[config.mk]
export PLATFORM = sky130hd
export DESIGN_NAME = adcsq_top
export DESIGN_NICKNAME = d
export VERILOG_FILES = /design/src/adcsq_pkg.sv /design/src/adcsq_edge.sv /design/src/adcsq_window.sv /design/src/adcsq_top.sv
export VERILOG_INCLUDE_DIRS = /design/src
export SDC_FILE = /design/constraint.sdc
export NUM_CORES = 1
export LEC_CHECK = 0
export BUFFER_PORTS_ARGS = -buffer_cell sky130_fd_sc_hd__buf_2
export CAP_MARGIN = 5
export CORE_MARGIN = 2
export CORE_UTILIZATION = 52
export DETAILED_ROUTE_END_ITERATION = 6
export PLACE_DENSITY = 0.78
export SYNTH_ARGS = -nofsm -noshare
export SYNTH_HDL_FRONTEND = slang
export SYNTH_SLANG_ARGS = --single-unit
[constraint.sdc]
create_clock -name pclk -period 2.35 [get_ports pclk]
set_input_delay 0.1175 -clock pclk [delete_from_list [all_inputs] [get_ports pclk]]
set_output_delay 0.1175 -clock pclk [all_outputs]
set_load 0.02 [all_outputs]
[src/adcsq_defines.svh]
// Register indices, field positions, reset values and timing counts
`ifndef ADCSQ_DEFINES_SVH
`define ADCSQ_DEFINES_SVH

`define ADCSQ_IDX_TK         8'hBA
`define ADCSQ_IDX_CN         8'hE8
`define ADCSQ_IDX_RES_LO     8'hBD
`define ADCSQ_IDX_RES_HI     8'hBE
`define ADCSQ_IDX_UPPER_LO   8'hC3
`define ADCSQ_IDX_UPPER_HI   8'hC4
`define ADCSQ_IDX_LOWER_LO   8'hC5
`define ADCSQ_IDX_LOWER_HI   8'hC6
`define ADCSQ_IDX_IRQ_STAT   8'hF0
`define ADCSQ_IDX_IRQ_MASK   8'hF1

`define ADCSQ_CN_EN          7
`define ADCSQ_CN_BURST       6
`define ADCSQ_CN_DONE        5
`define ADCSQ_CN_BUSY        4
`define ADCSQ_CN_WIN         3
`define ADCSQ_CN_LJST        2
`define ADCSQ_CN_CM_LSB      0
`define ADCSQ_TK_PWR_LSB     4
`define ADCSQ_TK_TM_LSB      2
`define ADCSQ_TK_TK_LSB      0
`define ADCSQ_IRQ_DONE       0
`define ADCSQ_IRQ_WIN        1

`define ADCSQ_RST_TK         8'hFF
`define ADCSQ_RST_CN         8'h00
`define ADCSQ_RST_LIMIT      8'hFF
`define ADCSQ_RST_MASK       2'h0

`define ADCSQ_CM_SOFT        2'h0
`define ADCSQ_CM_TIMER1      2'h1
`define ADCSQ_CM_PIN         2'h2
`define ADCSQ_CM_TIMER2      2'h3

`define ADCSQ_CLK_NS         100
`define ADCSQ_PWR_STEP_NS    200
`define ADCSQ_PWR_STEP_CYC   ((`ADCSQ_PWR_STEP_NS + `ADCSQ_CLK_NS - 1) / `ADCSQ_CLK_NS)
`define ADCSQ_SAR_DIV        2
`define ADCSQ_POST_EXTRA     2

`endif

[src/adcsq_pkg.sv]
// Types shared by the converter sequencer modules
package adcsq_pkg;

    typedef enum logic [1:0] {
        ADCSQ_IDLE,
        ADCSQ_POWERUP,
        ADCSQ_TRACK,
        ADCSQ_CONVERT
    } adcsq_state_type;

    typedef struct packed {
        logic       power_on;
        logic       very_low_power;
        logic [1:0] track_mode;
        logic       tracking;
        logic       go;
    } adcsq_core_ctrl_type;

    typedef struct packed {
        logic        done;
        logic [11:0] result;
    } adcsq_core_stat_type;

    typedef struct packed {
        logic [15:0] value;
        logic [15:0] upper;
        logic [15:0] lower;
    } adcsq_cmp_type;

endpackage

[src/adcsq_edge.sv]
// Two-stage synchroniser and rising-edge detector for the start pin
`timescale 1ns/1ns
module adcsq_edge
    import adcsq_pkg::*;
(
    input  wire logic pclk,     // System clock
    input  wire logic presetn,  // Async reset, active low
    input  wire logic pin_in,   // Asynchronous pin level
    output logic      rise      // One-cycle pulse on a rising edge
);
    typedef struct packed {
        logic s1;
        logic s2;
        logic s3;
        logic rise;
    } adcsq_edge_state_type;

    adcsq_edge_state_type st_ff;
    adcsq_edge_state_type nxt_st;

    always_comb begin
        nxt_st = st_ff;
        nxt_st.s1 = pin_in;
        nxt_st.s2 = st_ff.s1;
        nxt_st.s3 = st_ff.s2;
        nxt_st.rise = st_ff.s2 & ~st_ff.s3;
    end

    always_ff @(posedge pclk or negedge presetn) begin
        if (!presetn) begin
            st_ff <= '0;
        end else begin
            st_ff <= nxt_st;
        end
    end

    assign rise = st_ff.rise;
endmodule // adcsq_edge

[src/adcsq_window.sv]
// Window comparator: flags a result that meets the limit condition
`timescale 1ns/1ns
module adcsq_window
    import adcsq_pkg::*;
(
    input  wire logic          pclk,     // System clock
    input  wire logic          presetn,  // Async reset, active low
    input  wire adcsq_cmp_type cmp,      // Value and limits, same format
    input  wire logic          eval,     // New result present
    output logic               match     // One-cycle pulse on a hit
);
    typedef struct packed {
        logic match;
    } adcsq_win_state_type;

    adcsq_win_state_type st_ff;
    adcsq_win_state_type nxt_st;
    logic                above;
    logic                below;

    always_comb begin
        above = cmp.value > cmp.upper;
        below = cmp.value < cmp.lower;
        nxt_st.match = 1'b0;
        if (eval) begin
            // Limit order alone picks inside or outside
            if (cmp.lower > cmp.upper) begin
                nxt_st.match = above & below;
            end else begin
                nxt_st.match = above | below;
            end
        end
    end

    always_ff @(posedge pclk or negedge presetn) begin
        if (!presetn) begin
            st_ff <= '0;
        end else begin
            st_ff <= nxt_st;
        end
    end

    assign match = st_ff.match;
endmodule // adcsq_window

[src/adcsq_top.sv]
// Converter sequencer: start select, power, tracking, window, APB regs
//
// Our own choice: the APB slave port.
`timescale 1ns/1ns
`include "adcsq_defines.svh"
module adcsq_top
    import adcsq_pkg::*;
(
    input  wire logic                 pclk,                  // System clock
    input  wire logic                 presetn,               // Reset, low
    input  wire logic                 psel,                  // APB select
    input  wire logic                 penable,               // APB enable
    input  wire logic                 pwrite,                // APB write
    input  wire logic [11:0]          paddr,                 // APB address
    input  wire logic [31:0]          pwdata,                // APB wdata
    output logic      [31:0]          prdata,                // APB rdata
    output logic                      pready,                // APB ready
    output logic                      pslverr,               // APB error
    input  wire logic                 timer1_ovf,            // Timer 1 pulse
    input  wire logic                 timer2_ovf,            // Timer 2 pulse
    input  wire logic                 ext_convert_start_pin, // Start pin
    output adcsq_core_ctrl_type       core_ctrl,             // To core
    input  wire adcsq_core_stat_type  core_stat,             // From core
    output logic                      irq                    // Interrupt
);
    typedef struct packed {
        adcsq_state_type state;
        logic [7:0]      tk;
        logic            enable;
        logic            burst;
        logic            done;
        logic            win;
        logic            ljst;
        logic [1:0]      cm;
        logic [7:0]      upper_hi;
        logic [7:0]      upper_lo;
        logic [7:0]      lower_hi;
        logic [7:0]      lower_lo;
        logic [11:0]     result;
        logic [1:0]      mask;
        logic [5:0]      count;
        logic            go;
        logic            eval;
        logic [31:0]     rdata;
    } adcsq_top_state_type;

    adcsq_top_state_type st_ff;
    adcsq_top_state_type nxt_st;

    logic          pin_rise;
    logic          win_hit;
    logic          access;
    logic          wr;
    logic [7:0]    idx;
    logic          mapped;
    logic          start_req;
    logic          soft_start;
    logic          accept;
    logic [15:0]   fmt_val;
    adcsq_cmp_type cmp;

    // Output word layout shared by result registers and the comparator
    function automatic logic [15:0] fmt(input logic [11:0] r,
                                        input logic        lj);
        if (lj) begin
            fmt = {r, 4'h0};
        end else begin
            fmt = {4'h0, r};
        end
    endfunction

    function automatic logic [5:0] post_cycles(input logic [1:0] sel);
        logic [5:0] sar;
        sar = 6'(2) << sel;
        post_cycles = 6'(sar * `ADCSQ_SAR_DIV + `ADCSQ_POST_EXTRA);
    endfunction

    function automatic logic [5:0] pwr_cycles(input logic [3:0] n);
        pwr_cycles = 6'((n + 5'h01) * `ADCSQ_PWR_STEP_CYC);
    endfunction

    adcsq_edge u_edge (
        .pclk    (pclk),
        .presetn (presetn),
        .pin_in  (ext_convert_start_pin),
        .rise    (pin_rise)
    );

    adcsq_window u_window (
        .pclk    (pclk),
        .presetn (presetn),
        .cmp     (cmp),
        .eval    (st_ff.eval),
        .match   (win_hit)
    );

    always_comb begin
        fmt_val = fmt(st_ff.result, st_ff.ljst);
        cmp.value = fmt_val;
        cmp.upper = {st_ff.upper_hi, st_ff.upper_lo};
        cmp.lower = {st_ff.lower_hi, st_ff.lower_lo};
    end

    always_comb begin
        access = psel & penable;
        wr = access & pwrite;
        idx = paddr[9:2];
        unique case (idx)
            `ADCSQ_IDX_TK, `ADCSQ_IDX_CN,
            `ADCSQ_IDX_RES_LO, `ADCSQ_IDX_RES_HI,
            `ADCSQ_IDX_UPPER_LO, `ADCSQ_IDX_UPPER_HI,
            `ADCSQ_IDX_LOWER_LO, `ADCSQ_IDX_LOWER_HI,
            `ADCSQ_IDX_IRQ_STAT, `ADCSQ_IDX_IRQ_MASK: begin
                mapped = (paddr[1:0] == 2'h0) & (paddr[11:10] == 2'h0);
            end
            default: begin
                mapped = 1'b0;
            end
        endcase
        soft_start = wr & mapped & (idx == `ADCSQ_IDX_CN)
                     & pwdata[`ADCSQ_CN_BUSY];
        unique case (st_ff.cm)
            `ADCSQ_CM_SOFT:   start_req = soft_start;
            `ADCSQ_CM_TIMER1: start_req = timer1_ovf;
            `ADCSQ_CM_PIN:    start_req = pin_rise;
            `ADCSQ_CM_TIMER2: start_req = timer2_ovf;
        endcase
        // Starts while busy are dropped rather than queued
        accept = start_req & (st_ff.state == ADCSQ_IDLE)
                 & (st_ff.enable | st_ff.burst);
    end

    always_comb begin
        nxt_st = st_ff;
        nxt_st.go = 1'b0;
        nxt_st.eval = 1'b0;

        unique case (st_ff.state)
            ADCSQ_IDLE: begin
                if (accept) begin
                    if (st_ff.burst & ~st_ff.enable) begin
                        nxt_st.state = ADCSQ_POWERUP;
                        nxt_st.count = pwr_cycles(
                            st_ff.tk[`ADCSQ_TK_PWR_LSB +: 4]);
                    end else if (st_ff.tk[`ADCSQ_TK_TM_LSB]) begin
                        nxt_st.state = ADCSQ_TRACK;
                        nxt_st.count = post_cycles(
                            st_ff.tk[`ADCSQ_TK_TK_LSB +: 2]);
                    end else begin
                        nxt_st.state = ADCSQ_CONVERT;
                        nxt_st.go = 1'b1;
                    end
                end
            end
            ADCSQ_POWERUP: begin
                if (st_ff.count == 6'h01) begin
                    if (st_ff.tk[`ADCSQ_TK_TM_LSB]) begin
                        nxt_st.state = ADCSQ_TRACK;
                        nxt_st.count = post_cycles(
                            st_ff.tk[`ADCSQ_TK_TK_LSB +: 2]);
                    end else begin
                        nxt_st.state = ADCSQ_CONVERT;
                        nxt_st.go = 1'b1;
                    end
                end else begin
                    nxt_st.count = st_ff.count - 6'h01;
                end
            end
            ADCSQ_TRACK: begin
                if (st_ff.count == 6'h01) begin
                    nxt_st.state = ADCSQ_CONVERT;
                    nxt_st.go = 1'b1;
                end else begin
                    nxt_st.count = st_ff.count - 6'h01;
                end
            end
            ADCSQ_CONVERT: begin
                if (core_stat.done) begin
                    nxt_st.state = ADCSQ_IDLE;
                    nxt_st.result = core_stat.result;
                    nxt_st.eval = 1'b1;
                end
            end
        endcase

        // Register reads are captured in the setup cycle
        if (psel & ~penable & ~pwrite) begin
            nxt_st.rdata = 32'h0000_0000;
            unique case (idx)
                `ADCSQ_IDX_TK:       nxt_st.rdata[7:0] = st_ff.tk;
                `ADCSQ_IDX_CN:       nxt_st.rdata[7:0] = {
                    st_ff.enable, st_ff.burst, st_ff.done,
                    (st_ff.state != ADCSQ_IDLE),
                    st_ff.win, st_ff.ljst, st_ff.cm};
                `ADCSQ_IDX_RES_LO:   nxt_st.rdata[7:0] = fmt_val[7:0];
                `ADCSQ_IDX_RES_HI:   nxt_st.rdata[7:0] = fmt_val[15:8];
                `ADCSQ_IDX_UPPER_LO: nxt_st.rdata[7:0] = st_ff.upper_lo;
                `ADCSQ_IDX_UPPER_HI: nxt_st.rdata[7:0] = st_ff.upper_hi;
                `ADCSQ_IDX_LOWER_LO: nxt_st.rdata[7:0] = st_ff.lower_lo;
                `ADCSQ_IDX_LOWER_HI: nxt_st.rdata[7:0] = st_ff.lower_hi;
                `ADCSQ_IDX_IRQ_STAT: nxt_st.rdata[1:0] =
                    {st_ff.win, st_ff.done};
                `ADCSQ_IDX_IRQ_MASK: nxt_st.rdata[1:0] = st_ff.mask;
                default:             nxt_st.rdata = 32'h0000_0000;
            endcase
            if (!mapped) begin
                nxt_st.rdata = 32'h0000_0000;
            end
        end

        if (wr & mapped) begin
            unique case (idx)
                `ADCSQ_IDX_TK: begin
                    nxt_st.tk = pwdata[7:0];
                end
                `ADCSQ_IDX_CN: begin
                    nxt_st.enable = pwdata[`ADCSQ_CN_EN];
                    nxt_st.burst = pwdata[`ADCSQ_CN_BURST];
                    nxt_st.ljst = pwdata[`ADCSQ_CN_LJST];
                    nxt_st.cm = pwdata[`ADCSQ_CN_CM_LSB +: 2];
                    // Flags may be cleared, never set, by software
                    nxt_st.done = st_ff.done
                                  & pwdata[`ADCSQ_CN_DONE];
                    nxt_st.win = st_ff.win & pwdata[`ADCSQ_CN_WIN];
                end
                `ADCSQ_IDX_UPPER_LO: nxt_st.upper_lo = pwdata[7:0];
                `ADCSQ_IDX_UPPER_HI: nxt_st.upper_hi = pwdata[7:0];
                `ADCSQ_IDX_LOWER_LO: nxt_st.lower_lo = pwdata[7:0];
                `ADCSQ_IDX_LOWER_HI: nxt_st.lower_hi = pwdata[7:0];
                `ADCSQ_IDX_IRQ_STAT: begin
                    if (pwdata[`ADCSQ_IRQ_DONE]) begin
                        nxt_st.done = 1'b0;
                    end
                    if (pwdata[`ADCSQ_IRQ_WIN]) begin
                        nxt_st.win = 1'b0;
                    end
                end
                `ADCSQ_IDX_IRQ_MASK: nxt_st.mask = pwdata[1:0];
                default: begin
                end
            endcase
        end

        // Hardware set is applied last so it beats a same-cycle clear
        if ((st_ff.state == ADCSQ_CONVERT) & core_stat.done) begin
            nxt_st.done = 1'b1;
        end
        if (win_hit) begin
            nxt_st.win = 1'b1;
        end
    end

    always_ff @(posedge pclk or negedge presetn) begin
        if (!presetn) begin
            st_ff <= '0;
            st_ff.state <= ADCSQ_IDLE;
            st_ff.tk <= `ADCSQ_RST_TK;
            st_ff.upper_hi <= `ADCSQ_RST_LIMIT;
            st_ff.upper_lo <= `ADCSQ_RST_LIMIT;
            st_ff.lower_hi <= `ADCSQ_RST_LIMIT;
            st_ff.lower_lo <= `ADCSQ_RST_LIMIT;
            st_ff.mask <= `ADCSQ_RST_MASK;
        end else begin
            st_ff <= nxt_st;
        end
    end

    always_comb begin
        // Without burst the enable bit alone rules power
        core_ctrl.power_on = st_ff.enable
                             | (st_ff.burst
                                & (st_ff.state != ADCSQ_IDLE));
        core_ctrl.very_low_power = st_ff.burst & ~st_ff.enable
                                   & (st_ff.state == ADCSQ_IDLE);
        core_ctrl.track_mode = st_ff.tk[`ADCSQ_TK_TM_LSB +: 2];
        core_ctrl.tracking = (st_ff.state == ADCSQ_TRACK);
        core_ctrl.go = st_ff.go;
        irq = |({st_ff.win, st_ff.done} & st_ff.mask);
        prdata = st_ff.rdata;
        pready = 1'b1;
        pslverr = access & ~mapped;
    end
endmodule // adcsq_top

==> results of run 1 <==
worst reg2reg max path, stage by stage (launching register included):
cell	delay, ns
sky130_fd_sc_hd__dfrtp_1	0.40
sky130_fd_sc_hd__buf_12	0.15
sky130_fd_sc_hd__buf_4	0.17
sky130_fd_sc_hd__and2_1	0.20
sky130_fd_sc_hd__ha_1	0.30
sky130_fd_sc_hd__a211o_1	0.29
sky130_fd_sc_hd__nor3_2	0.11
sky130_fd_sc_hd__o21ai_1	0.09
sky130_fd_sc_hd__o32ai_2	0.24
sky130_fd_sc_hd__a21oi_1	0.10
sky130_fd_sc_hd__o21ai_1	0.12
layer usage:
layer | global-route usage (%) | vias up | wire, um
li1 | - | 2382 | -
met1 | 33.51 | 2468 | 6586
met2 | 47.89 | 289 | 8452
met3 | 5.498 | 53 | 1364
met4 | 9.547 | 0 | 449
met5 | 0 | - | 0
repair_timing:
item                                    in CTS  in global routing
endpoints found under the hold margin       47                  0
hold buffers                                 4                  0
setup buffers                                0                  2
resized for setup                            0                 19
endpoints found under the setup margin       0                  1
layout by cell type (no fill, tap or decap), types with 7 or more instances in the layout:
cell and instances:
sky130_fd_sc_hd__a21oi_1 18, sky130_fd_sc_hd__a22o_1 8, sky130_fd_sc_hd__nor3_1 13, sky130_fd_sc_hd__nand4_1 13, sky130_fd_sc_hd__a22oi_1 9, sky130_fd_sc_hd__buf_2 55, sky130_fd_sc_hd__nand3_1 8, sky130_fd_sc_hd__a221oi_1 10
sky130_fd_sc_hd__mux2_2 34, sky130_fd_sc_hd__nor2_1 23, sky130_fd_sc_hd__ha_1 53, sky130_fd_sc_hd__mux2_4 10, sky130_fd_sc_hd__conb_1 25, sky130_fd_sc_hd__dfrtp_1 44, sky130_fd_sc_hd__o21ai_0 53, sky130_fd_sc_hd__buf_4 26
sky130_fd_sc_hd__o21ai_1 10, sky130_fd_sc_hd__clkbuf_16 9, sky130_fd_sc_hd__nor2b_1 11, sky130_fd_sc_hd__nand2b_1 7, sky130_fd_sc_hd__inv_1 44, sky130_fd_sc_hd__dfstp_2 40, sky130_fd_sc_hd__nand2_1 69
logic make-up after synthesis:
kind of cell | count (synthesis) | share of synthesized area (%)
adder cells (fa/ha/maj) | 55 | 11.43
XOR/XNOR | 7 | 1.018
AO/OA/AOI/OAI | 159 | 17.33
flip-flops | 84 | 35.74
multiplexers | 50 | 9.726
other | 2 | 0.1247
AND/OR/NAND/NOR | 179 | 15.73
buffers and inverters | 99 | 8.895
final timing paths:
path / start / to / slack [ns] / depth (start not counted)
hold reg to reg: u_edge.nxt_st[2]$_DFF_PN0_ / u_edge.nxt_st[1]$_DFF_PN0_ / 0.36 / 0
setup / recovery: st_ff[88]$_DFFE_PN0N_ / u_window.match$_DFF_PN0_ / 0.10 / 10
hold / removal: core_stat[0] / st_ff[42]$_DFFE_PN0P_ / -0.003 / 2
min in group asynchronous: presetn / st_ff[37]$_DFFE_PN0P_ / 0.40 / 2
max in group asynchronous: presetn / cmp[3]$_DFFE_PN1P_ / 1.15 / 3
setup reg to reg: st_ff[88]$_DFFE_PN0N_ / u_window.match$_DFF_PN0_ / 0.10 / 10
metrics by stage:
stage                     cell area (um2)  total power [mW]  util (%)  hold slack, ns  setup WS (ns)
after floorplan                      6108             1.608         -         -0.1781      0.0009117
after global placement               6399             1.677     56.28          0.2267        0.02507
after detailed placement             6399             1.682     56.28          0.2358        0.04279
after CTS                            6725             3.061     59.15       0.0008850        0.01939
after global routing                 6808             3.143     59.88        0.005143      0.0007776
final                                6808             3.044     59.88       -0.002887         0.1024
state kept, by name, summed over array words and instances (netlist names):
register	cells
u_window.match	1
cmp	32
u_edge.rise	1
prdata	8
u_edge.st_ff	1
st_ff	36
core_ctrl	3
u_edge.nxt_st	2
cells in the mapped netlist, types with 3 or more instances:
| cell type | instances | share of area, % |
|---|---|---|
| sky130_fd_sc_hd__and2_1 | 5 | 0.52 |
| sky130_fd_sc_hd__dfstp_2 | 40 | 17 |
| sky130_fd_sc_hd__nor2b_1 | 13 | 1.4 |
| sky130_fd_sc_hd__a32oi_1 | 4 | 0.58 |
| sky130_fd_sc_hd__o211ai_1 | 4 | 0.50 |
| sky130_fd_sc_hd__a22oi_1 | 9 | 1.1 |
| sky130_fd_sc_hd__xor2_1 | 5 | 0.73 |
| sky130_fd_sc_hd__and3_1 | 3 | 0.31 |
| sky130_fd_sc_hd__o21a_1 | 3 | 0.37 |
| sky130_fd_sc_hd__buf_4 | 39 | 4.9 |
| sky130_fd_sc_hd__mux2i_1 | 6 | 1.0 |
| sky130_fd_sc_hd__nor2_1 | 23 | 1.4 |
| sky130_fd_sc_hd__clkbuf_1 | 10 | 0.62 |
| sky130_fd_sc_hd__mux2_4 | 8 | 2.0 |
| sky130_fd_sc_hd__or3_1 | 3 | 0.31 |
| sky130_fd_sc_hd__nor3_1 | 14 | 1.2 |
| sky130_fd_sc_hd__a221oi_1 | 10 | 1.5 |
| sky130_fd_sc_hd__o21ai_0 | 58 | 4.8 |
| sky130_fd_sc_hd__and4_1 | 4 | 0.58 |
| sky130_fd_sc_hd__o22ai_1 | 5 | 0.52 |
| sky130_fd_sc_hd__a211oi_1 | 7 | 0.87 |
| sky130_fd_sc_hd__a32o_1 | 3 | 0.50 |
| sky130_fd_sc_hd__mux2_2 | 36 | 6.7 |
| sky130_fd_sc_hd__a31oi_1 | 6 | 0.62 |
| sky130_fd_sc_hd__ha_1 | 55 | 11 |
| sky130_fd_sc_hd__nand2b_1 | 7 | 0.73 |
| sky130_fd_sc_hd__a22o_1 | 8 | 1.2 |
| sky130_fd_sc_hd__nand3_1 | 8 | 0.67 |
| sky130_fd_sc_hd__o21ai_1 | 5 | 0.42 |
| sky130_fd_sc_hd__inv_1 | 44 | 2.7 |
| sky130_fd_sc_hd__nand2_1 | 69 | 4.3 |
| sky130_fd_sc_hd__dfrtp_1 | 44 | 18 |
| sky130_fd_sc_hd__nand4_1 | 13 | 1.4 |
| sky130_fd_sc_hd__a21oi_1 | 18 | 1.5 |
cell type report:
cell class	instances	area share [%]
clock buffers	10	3.510
clock inverters	6	0.6984
inverters	44	2.426
multi-input cells	475	51.17
flip-flops and latches	84	31.61
well taps	143	2.628
repair buffers	87	7.958
report_power, final:
part           switching, mW  internal [mW]  leakage, nW
combinational          0.146         0.0571         2.21
sequential           0.00434           1.46        0.997
clock                  0.624          0.755        0.139
total                  0.775           2.27         3.34
==> results.md, run 1 <==
- The flow ran to the end, but the final reports show violations.
- The final reports fail on design-rule violations, negative hold slack.
- The number of buffers and inverters on the critical path is 2.
- The clock drives 84 sinks.
- The H-tree depth is 3.
- TritonCTS built the clock tree.
- Data on the critical path is required at its endpoint by 2.62 ns.
- The via count of the first global-routing pass was 5,212.
- Hold timing on the final database bottoms out at a slack of -0.002887 ns.
- The type of the setup path with the least slack is reg -> reg.
- Wires add up to 16.85 mm.
- The initial detailed-routing violation count is 559.
- The cell area that synthesis handed to floorplanning was 0.006021 mm2.
- In the final layout, the share of cells above drive strength 1 is 28.47%.
- The maximum clock frequency is 444.9 MHz.
- Counting along the longest clock path gives a buffer depth of 2.
- In this run the remaining antenna-violating nets after routing total 0.
- Setup repair after global routing left no endpoint under its margin.
- The post-synthesis cell type count is 67.
- Entering global routing, the biggest net connects 62 pins.
- The number of buffers inserted by port buffering is 56.
- The share of the Yosys chip area taken by registers is 35.74%.
- Synthesis inferred 84 register bits.
- The number of diodes is 0.
- The total power divided by cell area is 447.2 mW/mm2.
- The type of the most critical hold path is in -> reg.
- The kind of capture point of the worst setup path is a flop.
- The I/O pin total is 106.
- The clock reaches the later pin of the worst-skew pair after 0.35 ns.
- The count of flip-flops with a built-in enable after synthesis is 0.
- In this run the static leakage power is 3.344 nW.
- Data on the critical path arrives at its endpoint at 2.52 ns.
- Global routing consumed, over all layers together, 27.29% of the routing resources.
- At the end of routability-driven placement, the weighted congestion stood at 0.9983.
- The overall overflow remaining after global route is 0.
- The die height is 111.6 um.
- The cell family with the largest share of critical-path delay is compound AO/OA/AOI/OAI gates.
- The via count is 5,192.
- The floorplan step defined a die boundary enclosing 0.01246 mm2.
- The minimum clock period after layout is 2.248 ns.
- Walking the worst path, the cells encountered are buf_12 > buf_4 > and2_1 > ha_1 > a211o_1 > nor3_2 > o21ai_1 > o32ai_2 > a21oi_1 > o21ai_1.
- TritonCTS created 9 clock buffers.
- Along the worst path, the maximum fanout reaches 9.
- The post-detailed-route via-to-cell ratio is 6.115.
- The first global-routing pass estimated 26.78 mm of wire.
- The floorplan has 39 rows.
- The final net count is 821.
- The initial utilization of the core area, before any placement, comes to 52.95%.
- At the pin with the least slew margin, the transition time is 0.9176 ns.
- The sequential cell area in the final layout is 0.002152 mm2.
- For this run, the number of Yosys warnings is 0.
- The area inside the core boundary is 0.01137 mm2.
- For the final routed database, the setup TNS stands at 0 ns.
- The area growth from synthesis to layout is 13.07%.
- The maximum clock skew at final layout is 0.008238 ns.
- The max-slew violation count is 0.
- The floorplan step set the die width to 111.6 um.
- After detailed routing, the number of remaining DRC violations is 9.
- The count of cells in the finished layout, fillers not included, comes to 849.
- Clock tree synthesis selected as its root buffer the cell sky130_fd_sc_hd__clkbuf_16.
- Synthesis produced 635 cells.
- Dividing the detail-routed wire length by the instance count gives 19.85 um.
- The iteration count of the initial detailed-routing pass is 7.
- A synthesized cell averages 9.482 um2.
- The share of the cycle needed by the critical path after routing is 95.64%.
- The cell with the largest stage delay on the worst path is sky130_fd_sc_hd__dfrtp_1.
- The maximum VDD drop is 0.3482 mV.
- The number of maximum-capacitance constraint violations is 0.
- STA classifies the critical path startpoint as a flop.
- The post-DP HPWL is 13.06 mm.
- For this run, asynchronously set or reset flops after synthesis account for 100.0%.
- The post-CTS clock slew at the launch and capture registers of the worst setup and hold paths is 0.07 ns.
- The most instantiated flip-flop cell in the synthesis netlist is sky130_fd_sc_hd__dfrtp_1.
- The number of endpoints failing setup at the final stage is 0.
- Measured against its own limit, the worst slew margin works out to 38.36%.
- The number of antenna violations at the first check in global routing is 0.
- The cell count after placement is 827.
- The library cell appearing most often on the critical path is sky130_fd_sc_hd__o21ai_1.
- Fill cells in the final layout number 997.
- The largest single stage delay on the critical path is 0.40 ns.
- The count of final hold-check violations is 2.
- The area of the multi-input gates is 0.003483 mm2.
Power figures use the tool's default switching activity.
==> run 2: changes to the inputs <==
Settings changed: CORE_UTILIZATION 52 to 40, PLACE_DENSITY 0.78 to default.
==> run 2 against run 1 <==
The flow now finishes without violations. Die area is 29% higher. Clock-buffer cell count stayed put. Sequential share of layout area is 0.54 points lower. Critical path type unchanged. Critical endpoint unchanged. Largest cell class unchanged. Highest routed layer unchanged.
==> results.md, run 2 (same netlist as run 1, synthesis figures left out) <==
- The cell family contributing the most delay on the critical path is compound AO/OA/AOI/OAI gates.
- The area of the multi-input gates is 0.003456 mm2.
- The data arrival time of the critical path is 2.48 ns.
- The clock buffer count from CTS is 9.
- For this run, design rule violations remaining after detail routing come to 0.
- The run finished with clean final reports.
- The die extent in x is 126.7 um.
- Of all nets on the critical path, the largest fanout is 7.
- The required time of the critical path is 2.58 ns.
- The global-route wire length before repair is 29.29 mm.
- The worst path meets setup with 0.1051 ns of slack.
- The type of the most critical hold path is in -> reg.
- The type of the setup path with the least slack is reg -> reg.
- The share of the cycle needed by the critical path after routing is 95.53%.
- The post-route netlist has 27.87% of its cells at a drive strength greater than 1.
- STA classifies the critical path startpoint as a flop.
- Summed over all layers, the routed wires come to 18.88 mm.
- The net count of the finished layout is 829.
- Dividing the detail-routed wire length by the instance count gives 21.02 um.
- The maximum number of buffers from clock root to sink is 2.
- The source-to-sink clock delay at the later pin of the worst-skew pair is 0.35 ns.
- Based on the critical path, the design can be clocked at up to 445.5 MHz.
- The pre-CTS worst setup slack is -0.01850 ns.
- met2 is the most crowded layer.
- The post-CTS clock slew at the launch and capture registers of the worst setup and hold paths is 0.07 ns.
- The area inside the core boundary is 0.01464 mm2.
- The pre-antenna-repair detailed-routing pass consisted of 5 iterations.
- The static power due to leakage is 3.375 nW.
- The number of endpoints failing setup at the final stage is 0.
- The number of buffers inserted by port buffering is 56.
- Routability-driven placement finished with a final weighted congestion of 0.9799.
- The via count of the first global-routing pass is 5,186.
- The library cells used most frequently in the layout, excluding fill and tap cells, are sky130_fd_sc_hd__nand2_1 (69), sky130_fd_sc_hd__ha_1 (55), sky130_fd_sc_hd__buf_2 (55), sky130_fd_sc_hd__o21ai_0 (54), sky130_fd_sc_hd__inv_1 (44).
- The met3 track demand over resource in global routing is 6.326%.
- The die height is 126.7 um.
- Ranked by flip-flop count, first place goes to st_ff.
- Setup repair after global routing could not meet its margin everywhere.
- The number of buffer and inverter instances along the worst setup path is 1.
- The utilization of the core after routing is 47.32%.
- Row generation in the floorplan step produced 44 rows.
- The max-slew violation count came to 0.
- The largest single stage delay on the critical path is 0.44 ns.
- IR analysis of the VDD net gives a maximum drop of 0.3246 mV.
- The largest net degree at the start of global routing is 41.
- The slack of the worst reg-to-reg path is 0.11 ns.
- Counting every sink on the clock net gives 84.
- The count of final hold-check violations was 0.
- The most common cell after layout, fill and taps aside is sky130_fd_sc_hd__nand2_1.
- The via count is 5,215.
- The number of nets still failing antenna checks after routing is 0.
- At the pin with the least slew margin, the transition time is 0.8161 ns.
- The detailed router finished its first iteration with 461 violations.
- The H-tree depth is 3.
- The cell sitting at the root of the clock tree is a sky130_fd_sc_hd__clkbuf_16.
- The number of flip-flops under the largest register name is 36.
- 106 I/O pins were placed.
- In the global route stage, met2 resource usage came out at 39.40%.
- The largest individual stage delay along the critical path comes from the cell sky130_fd_sc_hd__dfrtp_2.
- The remaining max-slew budget at the tightest pin is 45.18%.
- The die covers 0.01605 mm2.
- The number of antenna violations at the first check in global routing is 0.
- In the final layout, flip-flops and latches occupy 0.002153 mm2.
- The worst setup path is captured at a flop.
- The number of diodes is 0.
- TritonCTS built the clock tree.
- For this configuration, the core starts out at a cell density of 41.11%.
- The total power of the final layout is 3.159 mW.
- The maximum clock skew at final layout is 0.004947 ns.
- The area growth from synthesis to layout is 15.09%.
- The HPWL after detailed placement is 14.44 mm.
- For this design the ratio of total power to cell area is 455.9 mW/mm2.
- The fill cell instance count of the final layout is 1,395.
- Adding up every negative setup slack in the final design gives 0 ns.
- The number of maximum-capacitance constraint violations is 0.
- The critical path goes through buf_6 > mux2_2 > ha_1 > nand4_1 > a211oi_2 > a21boi_2 > o32ai_2 > a21oi_1 > o21ai_1.
- After layout, the minimum clock period comes to 2.245 ns.
- For met1 alone, demand over resource in global routing was 30.86%.
- The total overflow left after global routing is 0.
- In the routed layout, each cell is associated on average with a via count of 5.807.
- The global routing usage summed across all routing layers is 24.12%.
-- run 2: cell count changes in the layout (fill, tap and decap cells not counted), sizes merged --
cell         delta
inv             -2
clkinvlp        +3
clkinv          -2
bufinv          +1
dlygate4sd3     +8
-- run 2: final timing paths --
check                                             endpoint  cells after the start                        from
worst max-delay path              u_window.match$_DFF_PN0_                      9       st_ff[88]$_DFFE_PN0N_
worst min-delay path                 st_ff[52]$_DFFE_PN0P_                      2               core_stat[10]
worst max register to register    u_window.match$_DFF_PN0_                      9       st_ff[88]$_DFFE_PN0N_
worst min register to register  u_edge.nxt_st[1]$_DFF_PN0_                      0  u_edge.nxt_st[2]$_DFF_PN0_
max in group asynchronous              cmp[21]$_DFFE_PN1P_                      3                     presetn
min in group asynchronous            st_ff[34]$_DFFE_PN0P_                      2                     presetn
-- run 2: layout make-up --
cell class / instances / share of cell area (%)
multi-input combinational: 475 / 49.87
sequential: 84 / 31.08
timing repair buffer: 95 / 8.974
clock buffer: 10 / 3.449
tap: 184 / 3.322
inverter: 44 / 2.384
clock inverter: 6 / 0.9209
-- run 2: through the flow --
| stage | cells | hold slack (ns) | instance area [um2] |
|---|---|---|---|
| 6_report | 898 | 0.01231 | 6929 |
| 5_1_grt | 898 | 0.01296 | 6929 |
| 4_1_cts | 896 | 0.003657 | 6874 |
| 3_5_place_dp | 868 | 0.02080 | 6450 |
| 3_3_place_gp | 868 | 0.01690 | 6450 |
| 2_1_floorplan | 658 | -0.1781 | 6108 |
-- run 2: layer usage --
layer  routed length, um  part of all wire, %
met3                1217                  6.4
met5                   0                    0
met2                9030                   48
met1                7937                   42
met4                 693                  3.7
-- run 2: timing repair --
action / in CTS / in global routing
setup endpoints to repair: 2 / 1
hold endpoints to repair: 34 / 0
buffers inserted: 0 / 2
pin swaps: 0 / 5
resized for setup: 1 / 16
cloned: 0 / 0
hold buffers: 12 / 0
-- run 2: report_power, final --
group          total [mW]  switching (mW)  internal (mW)
clock network        1.47           0.623          0.849
logic               0.225           0.156         0.0695
registers            1.46         0.00403           1.46
total                3.16           0.783           2.38
-- run 2: worst reg2reg max path, stage by stage, from the launching register on --
cell and delay, ns:
sky130_fd_sc_hd__dfrtp_2 0.44, sky130_fd_sc_hd__buf_6 0.15, sky130_fd_sc_hd__mux2_2 0.39, sky130_fd_sc_hd__ha_1 0.29, sky130_fd_sc_hd__nand4_1 0.14, sky130_fd_sc_hd__a211oi_2 0.19, sky130_fd_sc_hd__a21boi_2 0.19, sky130_fd_sc_hd__o32ai_2 0.10
sky130_fd_sc_hd__a21oi_1 0.16, sky130_fd_sc_hd__o21ai_1 0.08
